File: src/logic/scc_pkg.sv
// Constants for the sensorless commutation configuration word.
package scc_pkg;
	localparam logic [7:0] SCC_CFG_OFFSET = 8'h8A;
	localparam logic [31:0] SCC_CFG_RESET = 32'h14000000;

	localparam int SCC_PARITY_BIT = 31;
	localparam int SCC_DEMAG_CNT_LSB = 29;
	localparam int SCC_DEMAG_HI_LSB = 27;
	localparam int SCC_DEMAG_LO_LSB = 25;
	localparam int SCC_SMP_ZC_LSB = 23;
	localparam int SCC_SMP_INT_LSB = 21;
	localparam int SCC_DUTY_ZC_LSB = 19;
	localparam int SCC_DUTY_INT_LSB = 17;
	localparam int SCC_FALL_LIM_LSB = 11;
	localparam int SCC_RISE_LIM_LSB = 5;
	localparam int SCC_LIM_CODE_W = 6;

	// Code-to-value tables, entry 0 in the low slot.
	localparam logic [3:0][2:0] SCC_DEMAG_CNT_TBL =
		{3'h5, 3'h4, 3'h3, 3'h2};
	localparam logic [3:0][7:0] SCC_DEMAG_HI_MV_TBL =
		{8'hB4, 8'h96, 8'h78, 8'h5A};
	localparam logic [3:0][7:0] SCC_DEMAG_LO_MV_TBL =
		{8'h78, 8'h5A, 8'h3C, 8'h1E};
	localparam logic [3:0][7:0] SCC_SMP_ZC_TBL =
		{8'h08, 8'h06, 8'h04, 8'h03};
	localparam logic [3:0][7:0] SCC_SMP_INT_TBL =
		{8'h0A, 8'h08, 8'h06, 8'h04};
	localparam logic [3:0][6:0] SCC_DUTY_TBL =
		{7'h14, 7'h12, 7'h0F, 7'h0C};

	// Integration limit decode: knees and step sizes.
	localparam logic [5:0] SCC_LIM_KNEE1 = 6'h20;
	localparam logic [5:0] SCC_LIM_KNEE2 = 6'h30;
	localparam logic [5:0] SCC_LIM_KNEE3 = 6'h38;
	localparam logic [11:0] SCC_LIM_BASE1 = 12'h320;
	localparam logic [11:0] SCC_LIM_BASE2 = 12'h640;
	localparam logic [11:0] SCC_LIM_BASE3 = 12'h960;
	localparam logic [11:0] SCC_LIM_STEP0 = 12'h019;
	localparam logic [11:0] SCC_LIM_STEP1 = 12'h032;
	localparam logic [11:0] SCC_LIM_STEP2 = 12'h064;
	localparam logic [11:0] SCC_LIM_STEP3 = 12'h0C8;

	typedef enum logic {
		SCC_MODE_ZERO_CROSS,
		SCC_MODE_INTEGRATE
	} scc_mode_e;
endpackage : scc_pkg

File: src/logic/scc_limit_decode.sv
// Maps a 6-bit integration limit code onto its back-EMF integral value.
module scc_limit_decode
	import scc_pkg::*;
(
	input wire logic [5:0] limitCode,
	output logic [11:0] limitValue
);
	wire logic [11:0] codeWide = {6'h00, limitCode};
	wire logic [11:0] seg0 = 12'(codeWide * SCC_LIM_STEP0);
	wire logic [11:0] seg1 = 12'(SCC_LIM_BASE1
		+ (codeWide - {6'h00, SCC_LIM_KNEE1}) * SCC_LIM_STEP1);
	wire logic [11:0] seg2 = 12'(SCC_LIM_BASE2
		+ (codeWide - {6'h00, SCC_LIM_KNEE2}) * SCC_LIM_STEP2);
	wire logic [11:0] seg3 = 12'(SCC_LIM_BASE3
		+ (codeWide - {6'h00, SCC_LIM_KNEE3}) * SCC_LIM_STEP3);

	// Step widens from 25 to 50, 100 and 200 at each knee.
	assign limitValue = (limitCode <= SCC_LIM_KNEE1) ? seg0 :
		(limitCode <= SCC_LIM_KNEE2) ? seg1 :
		(limitCode <= SCC_LIM_KNEE3) ? seg2 : seg3;
endmodule : scc_limit_decode

File: src/logic/scc_config_top.sv
// Commutation configuration word with its decode and method selection.
module scc_config_top
	import scc_pkg::*;
(
	input wire logic core_clk,
	input wire logic rst_n,
	input wire logic [7:0] regAddr,
	input wire logic regWrEn,
	input wire logic [31:0] regWrData,
	output logic [31:0] regRdData,
	input wire logic parityOdd,
	output logic parityErr,
	input wire logic demagSampleValid,
	input wire logic [15:0] phaseMv,
	input wire logic [15:0] supplyMv,
	output logic demagDone,
	input wire logic speedSampleValid,
	input wire logic [7:0] samplesPer30,
	input wire logic [6:0] dutyPct,
	output logic integrateMode,
	input wire logic risingPhase,
	input wire logic [11:0] bemfIntegral,
	output logic integralReached,
	output logic [2:0] demagCount,
	output logic [11:0] fallingLimit,
	output logic [11:0] risingLimit
);
	logic [31:0] cfgWord_q;
	logic [2:0] demagRun_q;
	logic demagDone_q;
	scc_mode_e mode_q;
	logic integralReached_q;
	logic [2:0] demagCount_q;
	logic [11:0] fallingLimit_q;
	logic [11:0] risingLimit_q;
	logic parityErr_q;

	// Only the one word is decoded; writes elsewhere are dropped silently.
	wire logic cfgHit = (regAddr == SCC_CFG_OFFSET);
	wire logic cfgWrite = regWrEn && cfgHit;

	// Field extraction.
	wire logic [1:0] demagCntCode = cfgWord_q[SCC_DEMAG_CNT_LSB +: 2];
	wire logic [1:0] demagHiCode = cfgWord_q[SCC_DEMAG_HI_LSB +: 2];
	wire logic [1:0] demagLoCode = cfgWord_q[SCC_DEMAG_LO_LSB +: 2];
	wire logic [1:0] smpZcCode = cfgWord_q[SCC_SMP_ZC_LSB +: 2];
	wire logic [1:0] smpIntCode = cfgWord_q[SCC_SMP_INT_LSB +: 2];
	wire logic [1:0] dutyZcCode = cfgWord_q[SCC_DUTY_ZC_LSB +: 2];
	wire logic [1:0] dutyIntCode = cfgWord_q[SCC_DUTY_INT_LSB +: 2];
	wire logic [5:0] fallCode =
		cfgWord_q[SCC_FALL_LIM_LSB +: SCC_LIM_CODE_W];
	wire logic [5:0] riseCode =
		cfgWord_q[SCC_RISE_LIM_LSB +: SCC_LIM_CODE_W];

	wire logic [2:0] demagNeed = SCC_DEMAG_CNT_TBL[demagCntCode];
	wire logic [7:0] demagHiMv = SCC_DEMAG_HI_MV_TBL[demagHiCode];
	wire logic [7:0] demagLoMv = SCC_DEMAG_LO_MV_TBL[demagLoCode];
	wire logic [7:0] smpZcLevel = SCC_SMP_ZC_TBL[smpZcCode];
	wire logic [7:0] smpIntLevel = SCC_SMP_INT_TBL[smpIntCode];
	wire logic [6:0] dutyZcLevel = SCC_DUTY_TBL[dutyZcCode];
	wire logic [6:0] dutyIntLevel = SCC_DUTY_TBL[dutyIntCode];

	wire logic [11:0] fallDecoded;
	wire logic [11:0] riseDecoded;

	scc_limit_decode fallDecode (
		.limitCode(fallCode),
		.limitValue(fallDecoded)
	);

	scc_limit_decode riseDecode (
		.limitCode(riseCode),
		.limitValue(riseDecoded)
	);

	// The upper bound sits below the supply; a supply under the offset
	// leaves no window, so the check simply never passes then.
	wire logic [15:0] hiOffset = {8'h00, demagHiMv};
	wire logic supplyAbove = (supplyMv > hiOffset);
	wire logic [15:0] upperMv = supplyAbove ? (supplyMv - hiOffset) : 16'h0000;
	wire logic inWindow = supplyAbove && (phaseMv < upperMv)
		&& (phaseMv > {8'h00, demagLoMv});
	// A run already at or past the need is clamped to it, so lowering
	// the count while a run is in progress cannot wrap the counter.
	wire logic [2:0] demagRun_d = inWindow ?
		((demagRun_q >= demagNeed) ? demagNeed : 3'(demagRun_q + 3'h1)) :
		3'h0;
	wire logic demagDone_d = (demagRun_d == demagNeed);

	// Hysteresis: either quantity falling low drops back to zero-cross;
	// both must be high to enter integration, which keeps it stable.
	wire logic goZeroCross = (samplesPer30 < smpZcLevel)
		|| (dutyPct < dutyZcLevel);
	wire logic goIntegrate = (samplesPer30 > smpIntLevel)
		&& (dutyPct > dutyIntLevel);

	wire logic [11:0] activeLimit = risingPhase ?
		risingLimit_q : fallingLimit_q;
	// The compare uses the registered limits, so a new code takes effect
	// one edge after the decoded limit has settled.
	wire logic reachNow = (mode_q == SCC_MODE_INTEGRATE)
		&& (bemfIntegral >= activeLimit);

	wire logic parityNow = (^cfgWord_q) ^ parityOdd;

	always_ff @(posedge core_clk or negedge rst_n) begin
		if (!rst_n) begin
			cfgWord_q <= SCC_CFG_RESET;
		end else if (cfgWrite) begin
			cfgWord_q <= regWrData;
		end
	end

	// Run length and verdict only move on a qualified sample, so the
	// verdict stands between samples however far apart they are.
	always_ff @(posedge core_clk or negedge rst_n) begin
		if (!rst_n) begin
			demagRun_q <= 3'h0;
		end else if (demagSampleValid) begin
			demagRun_q <= demagRun_d;
		end
	end

	always_ff @(posedge core_clk or negedge rst_n) begin
		if (!rst_n) begin
			demagDone_q <= 1'b0;
		end else if (demagSampleValid) begin
			demagDone_q <= demagDone_d;
		end
	end

	// A sample only moves the method when its own switch condition holds.
	scc_mode_e mode_d;

	always_comb begin
		mode_d = mode_q;
		case (mode_q)
			SCC_MODE_ZERO_CROSS: begin
				if (speedSampleValid && goIntegrate) begin
					mode_d = SCC_MODE_INTEGRATE;
				end
			end
			SCC_MODE_INTEGRATE: begin
				if (speedSampleValid && goZeroCross) begin
					mode_d = SCC_MODE_ZERO_CROSS;
				end
			end
			default: begin
				mode_d = SCC_MODE_ZERO_CROSS;
			end
		endcase
	end

	always_ff @(posedge core_clk or negedge rst_n) begin
		if (!rst_n) begin
			mode_q <= SCC_MODE_ZERO_CROSS;
		end else begin
			mode_q <= mode_d;
		end
	end

	// The decoded count and limits are registered, so they trail a write by one edge.
	always_ff @(posedge core_clk or negedge rst_n) begin
		if (!rst_n) begin
			demagCount_q <= 3'h0;
		end else begin
			demagCount_q <= demagNeed;
		end
	end

	always_ff @(posedge core_clk or negedge rst_n) begin
		if (!rst_n) begin
			fallingLimit_q <= 12'h000;
		end else begin
			fallingLimit_q <= fallDecoded;
		end
	end

	always_ff @(posedge core_clk or negedge rst_n) begin
		if (!rst_n) begin
			risingLimit_q <= 12'h000;
		end else begin
			risingLimit_q <= riseDecoded;
		end
	end

	always_ff @(posedge core_clk or negedge rst_n) begin
		if (!rst_n) begin
			integralReached_q <= 1'b0;
		end else begin
			integralReached_q <= reachNow;
		end
	end

	// Parity is reported only; the word is kept whatever its parity.
	always_ff @(posedge core_clk or negedge rst_n) begin
		if (!rst_n) begin
			parityErr_q <= 1'b0;
		end else begin
			parityErr_q <= parityNow;
		end
	end

	// Unmapped addresses read as zero.
	assign regRdData = cfgHit ? cfgWord_q : 32'h00000000;
	assign parityErr = parityErr_q;
	assign demagDone = demagDone_q;
	assign integrateMode = (mode_q == SCC_MODE_INTEGRATE);
	assign integralReached = integralReached_q;
	assign demagCount = demagCount_q;
	assign fallingLimit = fallingLimit_q;
	assign risingLimit = risingLimit_q;
endmodule : scc_config_top

File: config.mk
export PLATFORM = sky130hd
export DESIGN_NAME = scc_config_top
export DESIGN_NICKNAME = d
export VERILOG_FILES = /design/src/logic/scc_pkg.sv /design/src/logic/scc_limit_decode.sv /design/src/logic/scc_config_top.sv
export SDC_FILE = /design/constraint.sdc
export NUM_CORES = 1
export LEC_CHECK = 0
export BUFFER_PORTS_ARGS = -buffer_cell sky130_fd_sc_hd__buf_4
export CORE_MARGIN = 2
export CORE_UTILIZATION = 30
export CTS_CLUSTER_DIAMETER = 100
export DETAILED_ROUTE_END_ITERATION = 12
export SLEW_MARGIN = 20
export SYNTH_ARGS = -nofsm -noshare
export SYNTH_HDL_FRONTEND = slang
export SYNTH_SLANG_ARGS = --single-unit
File: constraint.sdc
create_clock -name core_clk -period 4.6 [get_ports core_clk]
set_clock_uncertainty 0.05 [all_clocks]
set_input_delay 0.92 -clock core_clk [delete_from_list [all_inputs] [get_ports core_clk]]
set_output_delay 0.92 -clock core_clk [all_outputs]
set_load 0.02 [all_outputs]
---- After elaboration in Yosys (flattened, before gate mapping) ----
Cells that the tools add are included.
cells by class
  order comparisons ....................... 22
  bitwise operators ....................... 2
  multipliers ............................. 8
  equality and inequality tests ........... 2
  add/subtract/negate cells ............... 14
  reductions and logical operators ........ 9
  muxes and demuxes ....................... 28
operator list
  kind                                                         number
  2-to-1 mux 12 bit                                            7
  binary-select mux 8 bit (select 2 bit)                       4
  subtractor 6 x 6 -> 7 bit (second input constant)            6
  less-or-equal comparator 6 bit (second input constant)       6
  greater-than comparator 16 x 8 -> 1 bit                      2
  2-to-1 mux 32 bit                                            1
  2-to-1 mux 8 bit                                             4
  XOR reduction 32 bit                                         1
  binary-select mux 7 bit (select 2 bit)                       2
  adder 10 x 12 -> 12 bit (first input constant)               2
  adder 11 x 12 -> 12 bit (first input constant)               2
  adder 12 bit (first input constant)                          2
  multiplier 12 x 5 -> 10 bit (second input constant)          2
  multiplier 12 x 5 -> 11 bit (second input constant)          2
  multiplier 12 x 5 -> 9 bit (second input constant)           2
  multiplier 6 x 5 -> 11 bit (second input constant)           2
  less-than comparator 2 x 3 -> 1 bit (second input constant)  7
  less-than comparator 16 bit                                  1
  2-to-1 mux 16 bit                                            1
  subtractor 16 x 8 -> 16 bit                                  1
  2-to-1 mux 7 bit                                             2
  greater-or-equal comparator 12 bit                           1
  2-to-1 mux 3 bit                                             3
  == test 8 bit (second input constant)                        1
  14 further kinds                                             21
word-level totals
  bits in registers ....................... 66
  output and inout port bits .............. 63
  word-level logic and storage cells ...... 94
  bits of input ports ..................... 106

---- Logic depth before layout (Yosys ltp) ----
  word-level depth ........................ 9
  mapped depth ............................ 19

---- By module ----
A second synthesis with hierarchy kept.
second synthesis, totals
  cells, all modules ...................... 1003
  area, all modules ....................... 9191.3 µm²
by module, submodules not included
  module                          times used  seq. area each (µm²)  area each (µm²)  cells an instance
  scc_config_top                  1           1654.1                4583.1           435
  scc_limit_decode at riseDecode  1           0.0                   2324.7           286
  scc_limit_decode at fallDecode  1           0.0                   2283.4           282

---- Worst setup path before layout ----
No wires, ideal clock.
  path kind ............................... input-to-reg
  start ................................... input port supplyMv[1]
  end ..................................... register demagRun_q[2]
  data arrival time ....................... 3943 ps
  buffers on the path ..................... 0
  cell stages on the path ................. 18
  slack ................................... 540 ps
  required time ........................... 4483 ps
  library setup time ...................... 67 ps
  cells stage by stage .................... inv_1 -> ha_1 -> inv_1 -> fa_1 -> a21oi_1 -> o21bai_1 -> a21oi_1 -> o21bai_1 -> nor3_1 -> xor2_1 -> nand2_1 -> ha_1 -> a21o_1 -> a21o_1 -> a221oi_2 -> o311ai_2 -> o41ai_2 -> a32o_1
on the way
  word-level cells in the longest chain between the ends .. 6
ends and longest elaborated chain
  item                                                                                    RTL line                                    RTL
  from (decl)                                                                             scc_config_top.sv:15                        input wire logic [15:0] supplyMv,
  subtractor 16 x 8 -> 16 bit or greater-than comparator 16 x 8 -> 1 bit (tied branches)  scc_config_top.sv:80, scc_config_top.sv:79
  2-to-1 mux 16 bit                                                                       scc_config_top.sv:80                        wire logic [15:0] upperMv = supplyAbove ? (supplyMv - hiOffset) : 16'h0000;
  less-than comparator 16 bit                                                             scc_config_top.sv:81                        wire logic inWindow = supplyAbove && (phaseMv < upperMv)
  logical AND 1 bit (*)                                                                   scc_config_top.sv:81
  logical AND 1 bit (*)                                                                   scc_config_top.sv:82                        && (phaseMv > {8'h00, demagLoMv});
  2-to-1 mux 3 bit (*)                                                                    scc_config_top.sv:85                        wire logic [2:0] demagRun_d = inWindow ?
  to (signal assigned)                                                                    scc_config_top.sv:120                       demagRun_q <= demagRun_d;
  to (decl)                                                                               scc_config_top.sv:29                        logic [2:0] demagRun_q;
Mark *: on every way between the ends. The rest lies on a longest branch, timed or not.
A chain may end at the register's enable or synchronous reset.

---- Worst setup path after layout ----
Ends and elaborated chain as after synthesis.

==> results.txt <==
- For this design the ratio of total power to cell area is 249 nW/um2.
* Synth warnings: 0
- Most used DFF post-synth: dfrtp_1
- In the final layout, the share of cells above drive strength 1 is 0.209.
- The core region is 30400 um2.
* Violation count after the first detailed-route iteration: 389
* Sw frac: 0.393
* Die footprint: 32200 um2
* Cells after Synth: 1022
- Site Rows: 64
* Vias/cell: 4.77
* Clock slew at reported path FFs: 50 ps
- Overall power after layout: 2.82 mW
* Layout-stage area growth over the synthesis result: 22.8%
- The share of the Yosys chip area taken by registers is 0.179.
- Adding up every negative setup slack in the final design gives 0 ps.
- Pin count of the biggest net entering global routing: 67
- 0 antenna diodes ended up in the layout.
- Synth cell types: 71
- Synthesis-stage register bit count: 66
* Via count of the first global-routing pass: 7849
- In this run the deepest clock path goes through 2 buffers.
- 169 I/O pins were placed.
- The flow ran to the end, and the final reports show no timing, DRC or antenna violations.
- The min-delay analysis places its worst path in the category flop to flop.
- The synthesized design contains 0 enable-type register cells.
* Initial Util: 0.303
- For this design the total switching power over the nets is 1.11 mW.
- # nets final: 1522
* Setup repair after global routing missed its margin: no
- In this run the clock root is driven by a clkbuf_16.
- Clock insertion delay at the later pin of the skew report: 350 ps
* Worst endpoint required time: 4830 ps
- Area of the mapped netlist: 9220 um2
- The share of total power dissipated in combinational logic is 0.489.
- Remaining max-slew budget at the tightest pin: 0.353
- Clock tree from TritonCTS: done
* Number of iterations in the first detailed-routing pass: 5
- Summed over all nets, the half-perimeter wirelength after detailed placement is 21900 um.
- The count of nets left with antenna violations once routing finished came out at 0.
* Final RePlAce weighted congestion: 0.879
- Post-synth ARST share: 1.00
* Initial antenna violation count: 0
- Cell depth of the worst hold path: 1
- Remaining global-route overflow: 0
- The max-slew violation count was 0.
- Post CTS Setup Buffer Count: 0
- Synth Net Count: 1345
- Maximum frequency from static timing analysis: 0.239 GHz
- Kind of end point of the critical path: flop
- Setup violations remaining at the end of the flow were counted as 0.
- Of all nets on the critical path, the largest fanout is 4.
* Total vias in the final route: 7623
- Internal power consumption: 1.71 mW
* Critical path data arrival time: 4410 ps
- After layout, the minimum clock period comes to 4180 ps.
- Remaining design rule violation count: 0
- The die is 179 um wide.
* Routed WL: 27000 um
- First-pass GRT wire length: 42600 um
* R2R cell count: 16
- The share of total power dissipated in the clock network is 0.258.
- Counting the buffers created by CTS gives 9.
- Across the VDD grid, the largest voltage drop is 140 uV.
- Mean routed wirelength per cell: 16.9 um
* Final Cycle Share: 0.909
- Count of port buffers added during placement: 168
- Critical path type: primary input to flop
- The number of endpoints with negative hold slack in the final report came to 0.
- At the pin with the least slew margin, the transition time is 966 ps.
- Averaged over all synthesized cells, the footprint is 9.02 um2.
- Global Route Usage Sum: 0.173
- The worst setup path is launched from a primary input.
- The number of gates resized after CTS was 0.
- Static leakage: 5.92 nW
* Sink Count: 66
* Hold-fix buffer count after cts: 0
* Number of H-tree levels: 3
- MaxCap Viol Count: 0
- Sequential fraction of design power: 0.254
- Die span in y: 179 um
-- cell type report --
cell class | count | area [um2]
repair buffers | 185 | 1390
inverters | 142 | 533
clock inverters | 5 | 55.1
clock buffers | 10 | 239
well taps | 396 | 495
flip-flops and latches | 66 | 1650
fillers | 3145 | 19100
multi-input cells | 795 | 6960
-- critical path, cell delays in order --
cell	delay, ps
buf_4	110
inv_1	80
ha_1	170
inv_1	60
fa_1	400
a21oi_1	210
o21bai_1	90
a21oi_1	220
o21bai_1	150
nor3_1	190
xor2_1	170
nand2_1	70
ha_1	290
a21o_1	190
a21o_1	180
a221oi_2	230
o311ai_2	190
o41ai_2	320
a32o_1	160
-- cell families after synthesis --
kind of cell	share of synthesized area
simple gates	0.123
compound gates	0.146
buf+inv	0.0662
xor+xnor	0.107
flops	0.179
mux	0.0600
fa+ha+maj	0.318
-- final timing paths --
check                                                from                        end  slack, ps
worst max-delay path                          supplyMv[1]  demagRun_q[2]$_DFFE_PN0P_        420
worst min-delay path            cfgWord_q[31]$_DFFE_PN0P_  cfgWord_q[31]$_DFFE_PN0P_        500
worst max register to register  cfgWord_q[28]$_DFFE_PN1P_  demagRun_q[2]$_DFFE_PN0P_        480
worst min register to register  cfgWord_q[31]$_DFFE_PN0P_  cfgWord_q[31]$_DFFE_PN0P_        500
max in group asynchronous                           rst_n  risingLimit[10]$_DFF_PN0_       3180
min in group asynchronous                           rst_n   cfgWord_q[8]$_DFFE_PN0P_        630
-- metal layers --
layer,global-route usage,vias to the layer above,share of wire
met5,0,-,0
met4,0.0477,0,0.022
met3,0.0357,38,0.055
met2,0.285,200,0.45
met1,0.228,3535,0.47
li1,-,3850,-
-- cells in the mapped netlist, types with 17 or more instances --
master      n  area, um2
nand2_1    52        195
ha_1      188       2350
and2_1     38        238
nor2_1     46        173
a21oi_1    58        290
xnor2_1    81        709
a21o_1     24        180
mux2_2     34        383
a211oi_1   18        135
dfrtp_1    64       1600
o21ai_0    33        165
xor2_1     25        219
mux2i_1    17        170
inv_1     142        533
fa_1       29        581
-- per-stage QoR --
stage                     utilization  setup WS, ps  instance area [um2]  std cells  hold slack, ps
final                           0.372           420                11300       1599             501
after floorplan                     -           540                 9220       1022             438
after CTS                       0.372           437                11300       1599             504
after global placement          0.363           153                11000       1584             479
after global routing            0.372          71.4                11300       1599             507
after detailed placement        0.363          85.4                11000       1584             490
-- power by group through the flow --
stage	logic, mW	registers [mW]	clock network (mW)
2_1_floorplan	0.913	0.748	0
3_3_place_gp	1.36	0.729	0
3_5_place_dp	1.37	0.727	0
4_1_cts	1.39	0.717	0.750
5_1_grt	1.55	0.726	0.772
6_report	1.38	0.716	0.727
-- flip-flops by register name, summed over array words and instances, names as in the netlist --
| signal | flops |
|---|---|
| demagRun_q | 3 |
| cfgWord_q | 32 |
| integralReached | 1 |
| demagCount | 3 |
| demagDone | 1 |
| integrateMode | 1 |
| risingLimit | 12 |
| parityErr | 1 |
| fallingLimit | 12 |
-- layout by cell type (no fill, tap or decap), types with 29 or more instances in the layout --
cell type / count
ha_1: 188
buf_4: 185
inv_1: 142
xnor2_1: 81
dfrtp_1: 64
a21oi_1: 58
nand2_1: 51
nor2_1: 46
and2_1: 38
mux2_2: 34
o21ai_0: 33
fa_1: 29
Note: power is estimated with default switching activity, not from simulation.
